### config.mk
export PLATFORM = sky130hd
export DESIGN_NAME = sapc_ctrl
export DESIGN_NICKNAME = d
export VERILOG_FILES = /design/src/sapc_pkg.sv /design/src/sapc_step_gen.sv /design/src/sapc_ctrl.sv
export VERILOG_INCLUDE_DIRS = /design/src
export SDC_FILE = /design/constraint.sdc
export NUM_CORES = 1
export LEC_CHECK = 0
export BUFFER_PORTS_ARGS = -buffer_cell sky130_fd_sc_hd__buf_2
export CAP_MARGIN = 20
export CORE_MARGIN = 1.5
export CORE_UTILIZATION = 40
export DETAILED_ROUTE_END_ITERATION = 10
export MAX_ROUTING_LAYER = met4
export PLACE_DENSITY = 0.62
export SETUP_SLACK_MARGIN = 0.15
export SLEW_MARGIN = 20
export SYNTH_ARGS = -nofsm -noshare
export SYNTH_HDL_FRONTEND = slang
export SYNTH_SLANG_ARGS = --single-unit
### constraint.sdc
create_clock -name clk_sys -period 6.1 [get_ports clk_sys]
set_input_delay 0.61 -clock clk_sys [delete_from_list [all_inputs] [get_ports clk_sys]]
set_output_delay 0.61 -clock clk_sys [all_outputs]
set_load 0.05 [all_outputs]
### src/sapc_map.svh
// timing and width constants for the converter power and conversion control
`ifndef SAPC_MAP_SVH
`define SAPC_MAP_SVH
`define SAPC_CLK_MHZ      100
`define SAPC_PWRUP_NS     1500
`define SAPC_PWRUP_CYC    ((`SAPC_PWRUP_NS * `SAPC_CLK_MHZ + 999) / 1000)
`define SAPC_CONV_MAX_NS  5000
`define SAPC_CONV_MAX_CYC ((`SAPC_CONV_MAX_NS * `SAPC_CLK_MHZ) / 1000)
`define SAPC_BITS         8
`define SAPC_STEP_DIV     50
`define SAPC_MSB_MASK     8'h80
`endif

### src/sapc_pkg.sv
// types for the converter power and conversion control
package sapc_pkg;
	typedef enum logic [3:0] {
		SAPC_PDOWN = 4'h1,
		SAPC_WAKE  = 4'h2,
		SAPC_TRACK = 4'h4,
		SAPC_CONV  = 4'h8
	} sapc_state_t;
endpackage

### src/sapc_step_gen.sv
// divider giving the internal oscillator step enable
`timescale 1ns/1ps
`include "sapc_map.svh"
module sapc_step_gen #(
	parameter int DIV = `SAPC_STEP_DIV
) (
	input  wire logic clk_sys,
	input  wire logic rst,
	input  wire logic run,
	output logic      step
);
	typedef struct packed {
		logic [15:0] cnt;
		logic        step;
	} sapc_div_t;
	sapc_div_t s_q, s_d;
	always_comb begin
		s_d = s_q;
		s_d.step = 1'b0;
		if (!run) begin
			s_d.cnt = 16'h0000;
		end else if (s_q.cnt == 16'(DIV - 1)) begin
			s_d.cnt = 16'h0000;
			s_d.step = 1'b1;
		end else begin
			s_d.cnt = s_q.cnt + 16'h0001;
		end
	end
	always_ff @(posedge clk_sys or posedge rst) begin
		if (rst) begin
			s_q <= '0;
		end else begin
			s_q <= s_d;
		end
	end
	assign step = s_q.step;
endmodule

### src/sapc_ctrl.sv
// power and successive-approximation sequencing of the 8-bit converter
// Notes on behaviour
// - after reset the converter sits powered down and does not convert
// - rising convert-start wakes the converter; power-up takes 1.5 us
// - falling convert-start puts track/hold into hold and starts conversion
// - after a conversion with convert-start high, return to track until next falling edge
// - result is 8-bit straight binary, step is reference over 256
// - rising convert-start enables the serial port; no shifting before it
// - automatic power-down at conversion end until the next rising edge
// - convert-start sampled at conversion end: high stays up, low powers down
// - conversion ends within 5 us; result latched into shift register
// - early falling edge waits out power-up then converts automatically
`timescale 1ns/1ps
`include "sapc_map.svh"
module sapc_ctrl
	import sapc_pkg::*;
#(
	parameter int BITS      = `SAPC_BITS,
	parameter int PWRUP_CYC = `SAPC_PWRUP_CYC,
	parameter int STEP_DIV  = `SAPC_STEP_DIV
) (
	input  wire logic            clk_sys,
	input  wire logic            rst,
	input  wire logic            convert_start_n,
	input  wire logic            comp_high,
	output logic                 powered,
	output logic                 hold,
	output logic                 busy,
	output logic [BITS-1:0]      dac_code,
	output logic [BITS-1:0]      result,
	output logic                 result_load,
	output logic                 serial_enable
);
	// =========================================================
	// state
	typedef struct packed {
		logic [2:0]      sync;
		sapc_state_t     st;
		logic [15:0]     wait_cnt;
		logic            start_pend;
		logic [BITS-1:0] trial;
		logic [BITS-1:0] mask;
		logic            powered;
		logic            hold;
		logic            busy;
		logic [BITS-1:0] result;
		logic            result_load;
		logic            serial_enable;
	} sapc_ctrl_t;

	sapc_ctrl_t s_q, s_d;
	logic       step;
	logic       rise;
	logic       fall;
	logic       level;

	sapc_step_gen #(
		.DIV(STEP_DIV)
	) u_step (
		.clk_sys(clk_sys),
		.rst    (rst),
		.run    (s_q.st == SAPC_CONV),
		.step   (step)
	);

	// only stages two and three are compared; stage one is metastability catch
	assign level = s_q.sync[2];
	assign rise  = s_q.sync[1] & ~s_q.sync[2];
	assign fall  = ~s_q.sync[1] & s_q.sync[2];

	// =========================================================
	// next state
	always_comb begin
		s_d = s_q;
		s_d.sync = {s_q.sync[1:0], convert_start_n};
		s_d.result_load = 1'b0;
		if (rise) begin
			s_d.serial_enable = 1'b1;
		end
		case (s_q.st)
			SAPC_PDOWN: begin
				s_d.powered = 1'b0;
				s_d.hold = 1'b0;
				if (rise) begin
					s_d.st = SAPC_WAKE;
					s_d.wait_cnt = 16'h0000;
					s_d.start_pend = 1'b0;
				end
			end
			SAPC_WAKE: begin
				s_d.powered = 1'b1;
				if (fall) begin
					s_d.start_pend = 1'b1;
				end
				if (s_q.wait_cnt >= 16'(PWRUP_CYC - 1)) begin
					if (s_q.start_pend || fall) begin
						s_d.st = SAPC_CONV;
						s_d.hold = 1'b1;
						s_d.busy = 1'b1;
						s_d.trial = BITS'(`SAPC_MSB_MASK);
						s_d.mask = BITS'(`SAPC_MSB_MASK);
					end else begin
						s_d.st = SAPC_TRACK;
					end
				end else begin
					s_d.wait_cnt = s_q.wait_cnt + 16'h0001;
				end
			end
			SAPC_TRACK: begin
				s_d.hold = 1'b0;
				if (fall) begin
					s_d.st = SAPC_CONV;
					s_d.hold = 1'b1;
					s_d.busy = 1'b1;
					s_d.trial = BITS'(`SAPC_MSB_MASK);
					s_d.mask = BITS'(`SAPC_MSB_MASK);
				end
			end
			SAPC_CONV: begin
				if (step) begin
					// comparator high means trial exceeds input: drop the bit
					if (comp_high) begin
						s_d.trial = s_q.trial & ~s_q.mask;
					end
					s_d.mask = s_q.mask >> 1;
					if (s_q.mask[0]) begin
						s_d.result = comp_high ? (s_q.trial & ~s_q.mask) : s_q.trial;
						s_d.result_load = 1'b1;
						s_d.busy = 1'b0;
						s_d.hold = 1'b0;
						if (level) begin
							s_d.st = SAPC_TRACK;
						end else begin
							s_d.st = SAPC_PDOWN;
							s_d.powered = 1'b0;
						end
					end else begin
						s_d.trial = (comp_high ? (s_q.trial & ~s_q.mask) : s_q.trial)
							| (s_q.mask >> 1);
					end
				end
			end
			default: begin
				s_d.st = SAPC_PDOWN;
			end
		endcase
	end

	// =========================================================
	// registers
	always_ff @(posedge clk_sys or posedge rst) begin
		if (rst) begin
			s_q <= '0;
			s_q.st <= SAPC_PDOWN;
		end else begin
			s_q <= s_d;
		end
	end

	assign powered       = s_q.powered;
	assign hold          = s_q.hold;
	assign busy          = s_q.busy;
	assign dac_code      = s_q.trial;
	assign result        = s_q.result;
	assign result_load   = s_q.result_load;
	assign serial_enable = s_q.serial_enable;
endmodule

==> results.toml, run 1 <==
[yosys]
synth_top_cell_by_area = "dfrtp_1"
synthesis.area_mm2 = 0.003348
seq_area_frac_synth = 0.5235
synthTopCellsByArea = "dfrtp_1 (52%), nand2_1 (4.8%), buf_4 (3.8%)"
avgSynthCellArea_um2 = 10.33
synth_edf_count = 0
synth_cell_types = 51
syn-instance-count = 324
netlist.area_leader.share = 0.5157
syn_nets = 333
ys.flop_type = "dfrtp_1"
yosys_register_bits = 70
ys.warnings.count = 0
synthArstFlopShare = 1.000

[place]
dp.cells = 425
dpl_cell_area_mm2 = 0.003408
place.port_buffers = 24
hpwl_um = 3958
pre_cts_slack_ns = 3.830
gp_congestion = 0.7929

[layout]
drive_gt1_frac = 0.1518
fill_cells = 800
diodes = 0
final_common_cell = "dfrtp_1"
post-route-util = 0.4374
stdcell_count = 441
syn2layout_area_growth_pct = 6.801
design_area_mm2 = 0.003576
final_nets = 340
layout_common_cells = "dfrtp_1 (69), nand2_1 (43), nor2_1 (34)"

[timing]
hold_violations = 0
finalMaxSlewViolations = 0
worst_slack_ns = 3.824
worst_pin_slew_ns = 0.8915
post-route-period-util = 0.3731
fin_crit_ns = 2.276
rsz0062_at_grt = "no"
finClkSkew_ns = 0.01101
setup-violations-final = 0
setup_tns_ns = 0
whs_ns = 0.3555
max_freq_mhz = 439.4
max-slew-margin-rel = 0.4057

[clock_tree]
clk_root_buffer_cell = "clkbuf_8"
htree_levels = 3
cts_buffers = 9
cts-resized-gates = 0
cts_buffer_depth = 2
clk_pin_slew_ns = 0.07
cts_hold_buffers = 0
clock-sinks = 70
tritoncts = "yes"
insertion_delay_ns = 0.34
cts_setup_buffers = 0

[power_and_ir_drop]
p_sw_mw = 0.3633
power.density_mw_per_mm2 = 308.8
power.share.clock = 0.294
peakVddDrop_mv = 0.1410
comb_power_share = 0.208
internal_power_mw = 0.7409
p_seq_frac = 0.497
total_power_mw = 1.104
static-leakage-power_nw = 1.586
netSwitchingFraction = 0.3290

[hold_path]
hp-class = "reg2reg"
hold_depth = 0
min_from = "s_d[51]"

[route]
drt_first_iter_violations = 106
viasPerCell = 5.175
routed_wl_um = 5999
ant_nets = 0
num_vias = 2282
drcViolationCount = 0
wl_per_cell_um = 13.60
drt_first_pass_iters = 4

[critical_path]
worstPathRequired_ns = 6.32
worst_setup_path_end_kind = "flop"
cp.arrival_ns = 2.49
cp-start-kind = "flop"
ff2ff_setup_slack_ns = 3.82
cp_num_cells = 5
path_cells = "or4b_1, nor3_4, a2111oi_4, nand2_4, a221o_1"
timing.critical_path.from = "s_q[46]"
slowest_delay_ns = 0.69
rr_startpoint = "s_q[46]"
critical_path.top_delay_family = "compound AO/OA/AOI/OAI gates"
crit_slowest_cell = "dfstp_2"
crit_fanout = 18
reg2regPathDepth = 5
crit_buf_inv = 0
path_class = "reg2reg"

[floorplanning]
die_width_um = 94.49
num_rows = 33
die_h_um = 94.49
core_area_mm2 = 0.008175
initial_core_util = 0.4096
io_pins = 25
die_area_mm2 = 0.008928

[grt]
grt_overflow = 0
grt_pass1_vias = 2232
antenna_found_initial = 0
grt_pass1_wl_um = 10520
grt_max_degree = 71
track_usage = 0.1568

[flow_run]
max_cap_viol_count = 0

[run_status]
outcome = "finished clean"
[state kept, by name, summed over array words and instances, names as in the netlist]
signal,flops
powered,1
result,8
u_step.s_q,16
result_load,1
s_d,2
level,1
busy,1
s_q,29
dac_code,8
serial_enable,1
u_step.step,1
hold,1
[cell families after synthesis]
kind of cell,count (synthesis),share of synthesized area
AO/OA/AOI/OAI,55,0.1233
XOR/XNOR,14,0.03662
adder cells (fa/ha/maj),5,0.01868
buffers and inverters,36,0.06726
flip-flops,70,0.5235
multiplexers,6,0.01794
AND/OR/NAND/NOR,138,0.2126
[routing by layer]
layer / up-vias / share of wire / global-route usage
met2: 45 / 0.44 / 0.2242
met1: 1109 / 0.51 / 0.2120
li1: 1119 / - / -
met4: 0 / 0.018 / 0.07587
met3: 9 / 0.038 / 0.03140
met5: - / 0 / -
[synth_stat cells (all sizes together), types with 3 or more instances]
cell type   n
a21oi       8
a221o       7
a22o       10
and2       10
and3        5
buf        23
clkbuf      6
dfrtp      69
ha          5
inv         7
mux2i       6
nand2      44
nand2b      5
nand3      10
nor2       34
nor2b       3
nor3        8
nor4        5
o21ai      14
o21bai      3
xnor2       6
xor2        8
[final cells by class]
class,instances,area [um^2],area share
Clock buffer,12,145.1,0.04059
Timing Repair Buffer,25,127.6,0.03569
Tap cell,105,131.4,0.03674
Multi-Input combinational cell,218,1370,0.3831
Sequential cell,70,1753,0.4902
Inverter,7,26.28,0.007348
Clock inverter,4,22.52,0.006298
[worst paths after layout]
check | endpoint
max in group asynchronous | dac_code[5]
worst min-delay path | s_d[52]
worst min register to register | s_d[52]
min in group asynchronous | u_step.s_q[7]
worst max register to register | dac_code[1]
worst max-delay path | dac_code[1]
[power by group through the flow]
stage | clock, mW | combinational [mW] | sequential (mW)
final | 0.325 | 0.230 | 0.549
after global routing | 0.359 | 0.257 | 0.558
after CTS | 0.341 | 0.233 | 0.549
after detailed placement | 0 | 0.232 | 0.558
after global placement | 0 | 0.230 | 0.557
after floorplan | 0 | 0.195 | 0.559
Note: power is estimated with default switching activity, not from simulation.
==> run 2, diff against run 1 <==
ABC_AREA = 1   (was not set)
PLACE_DENSITY = 0.64   (was 0.62)
clock period = 1.94 ns   (was 6.1 ns; I/O delays follow)
==> run 2 against run 1 <==
  * Total power rose to 4.1 times the previous value
  * Critical path depth up 1
  * Register-to-register slack worse by 3.5 ns
  * Clock power rose to 4.0 times the previous value
  * Worst setup slack worse by 3.5 ns
  * Clock-buffer cell count down 3
  * Sequential share of layout area down 5.4 points
  * Sequential power rose to 3.1 times the previous value
  * Largest cell class unchanged
==> results.toml, run 2 <==
[clock_tree]
cts_buffers = 9
clk_root_buffer_cell = "clkbuf_8"
tritoncts = "yes"
clock-sinks = 70
cts_buffer_depth = 2
insertion_delay_ns = 0.35
clk_pin_slew_ns = 0.08
htree_levels = 3

[layout]
syn2layout_area_growth_pct = 11.38
final_nets = 463
stdcell_count = 567
drive_gt1_frac = 0.2004
reg.largest.list = "s_q: 29 flops, u_step.s_q: 16 flops"
largest_reg_flops = 29
diodes = 0
final_common_cell = "nand2_1"
layout_common_cells = "nand2_1 (107), dfrtp_1 (68), nor2_1 (51)"
regMostFlops = "s_q"
design_area_mm2 = 0.004018

[yosys]
syn_nets = 441
synth_top_cell_by_area = "dfrtp_1"
synth_most_common_cell = "nand2_1"
synth_cell_types = 37
synthArstFlopShare = 1.000
synthesis.area_mm2 = 0.003607
synth_edf_count = 0
seq_area_frac_synth = 0.4860
yosys_register_bits = 70
avgSynthCellArea_um2 = 8.350
netlist.area_leader.share = 0.4787
ys.flop_type = "dfrtp_1"
ys.warnings.count = 0
syn-instance-count = 432
synthTopCellsByArea = "dfrtp_1 (48%), nand2_1 (11%), nor2_1 (5.4%)"
synth_common_cells = "nand2_1 (107), dfrtp_1 (69), nor2_1 (52)"

[timing]
finClkSkew_ns = 0.01366
finalMaxSlewViolations = 0
max_freq_mhz = 600.6
setup_tns_ns = 0
rsz0062_at_grt = "yes"
fin_crit_ns = 1.665
setup-violations-final = 0
worst_pin_slew_ns = 0.4353
max-slew-margin-rel = 0.7071
post-route-period-util = 0.8582
whs_ns = 0.1957
hold_violations = 0

[route]
viasPerCell = 4.873
wl_met3_um = 214
ant_nets = 0
num_vias = 2763
drt_first_pass_iters = 4
route.met2.wl_um = 3243
drcViolationCount = 0
routed_wl_um = 6886
wl_per_cell_um = 12.14
dr.max_layer_used = "met4"
drt_first_iter_violations = 101
met1Wirelength_um = 3285

[grt]
track_usage = 0.1589
antenna_found_initial = 0
grt_overflow = 0
grt_max_degree = 41
grt_pass1_vias = 2704
grt_pass1_wl_um = 11990

[hold_path]
hp-class = "in2reg"

[place]
gp_congestion = 0.9009
dpl_cell_area_mm2 = 0.003714
place.port_buffers = 24
dp.cells = 544
hpwl_um = 4866

[floorplanning]
initial_core_util = 0.4136
die_area_mm2 = 0.009597
io_pins = 25
die_width_um = 97.97
num_rows = 34
core_area_mm2 = 0.008721
die_h_um = 97.97

[critical_path]
cp.arrival_ns = 1.89
path_class = "reg2reg"
cp-start-kind = "flop"
crit_fanout = 9
worst_setup_path_end_kind = "flop"
worstPathRequired_ns = 2.16

[flow_run]
max_cap_viol_count = 0

[power_and_ir_drop]
static-leakage-power_nw = 1.944
total_power_mw = 4.478
peakVddDrop_mv = 0.3420
power.density_mw_per_mm2 = 1115

[run_status]
outcome = "finished clean"
-- run 2: cells by family after synthesis --
logic type / synth area share
buffers and inverters: 0.1037
and+or+nand+nor: 0.3014
adders and majority gates: 0.01734
xor gates and xnor gates: 0.02914
AOI/OAI and AO/OA: 0.06244
DFF: 0.4860
-- run 2: worst max-delay path, stage by stage (launching register included) --
cell and delay (ns):
dfrtp_1 0.44, nor2_2 0.14, nand3_2 0.19, inv_1 0.31, nand2_4 0.16, nand4_1 0.21, nand2_1 0.09
-- run 2: where the power goes --
group          total, mW  leakage, nW  internal [mW]  switching (mW)
clock               1.31        0.106          0.728           0.582
combinational       1.46        0.933          0.415            1.05
sequential          1.71        0.905           1.60           0.109
-- run 2: cell type report --
class / count / area [um^2]
timing repair buffer: 33 / 205.2
multi-input combinational: 291 / 1509
fill: 829 / 4703
sequential: 70 / 1754
inverter: 49 / 192.7
tap: 108 / 135.1
clock buffer: 9 / 123.9
clock inverter: 7 / 97.59
-- run 2: what timing repair did --
action                                 in CTS  in global routing
hold buffers                                2                  0
endpoints found under the hold margin      12                  0
pin swaps                                   0                  2
setup endpoints to repair                   6                 27
setup buffers                               0                  4
resized for setup                           0                  5
cloned                                      0                  1
-- run 2: metal layers --
metal | vias up | track usage
met5 | - | -
met4 | 0 | 0.08242
met3 | 11 | 0.02863
met2 | 42 | 0.2493
met1 | 1318 | 0.1959
li1 | 1392 | -
-- run 2: per-stage QoR --
stage | util | setup slack (ns)
final | 0.4607 | 0.2751
after global routing | 0.4607 | 0.1105
after CTS | 0.4535 | 0.1405
after detailed placement | 0.4258 | 0.1427
after global placement | 0.4258 | 0.2151
after floorplan | - | 0.4453
-- run 2: worst paths after layout --
| check | from | endpoint | slack [ns] | depth (start not counted) |
|---|---|---|---|---|
| max in group asynchronous | rst | s_q[46] | 0.99 | 4 |
| max | s_q[48] | s_q[49] | 0.28 | 6 |
| min reg2reg | s_d[51] | s_d[52] | 0.35 | 0 |
| min in group asynchronous | rst | s_q[34] | 0.35 | 3 |
| max reg2reg | s_q[48] | s_q[49] | 0.28 | 6 |
| min | comp_high | result[7] | 0.20 | 4 |
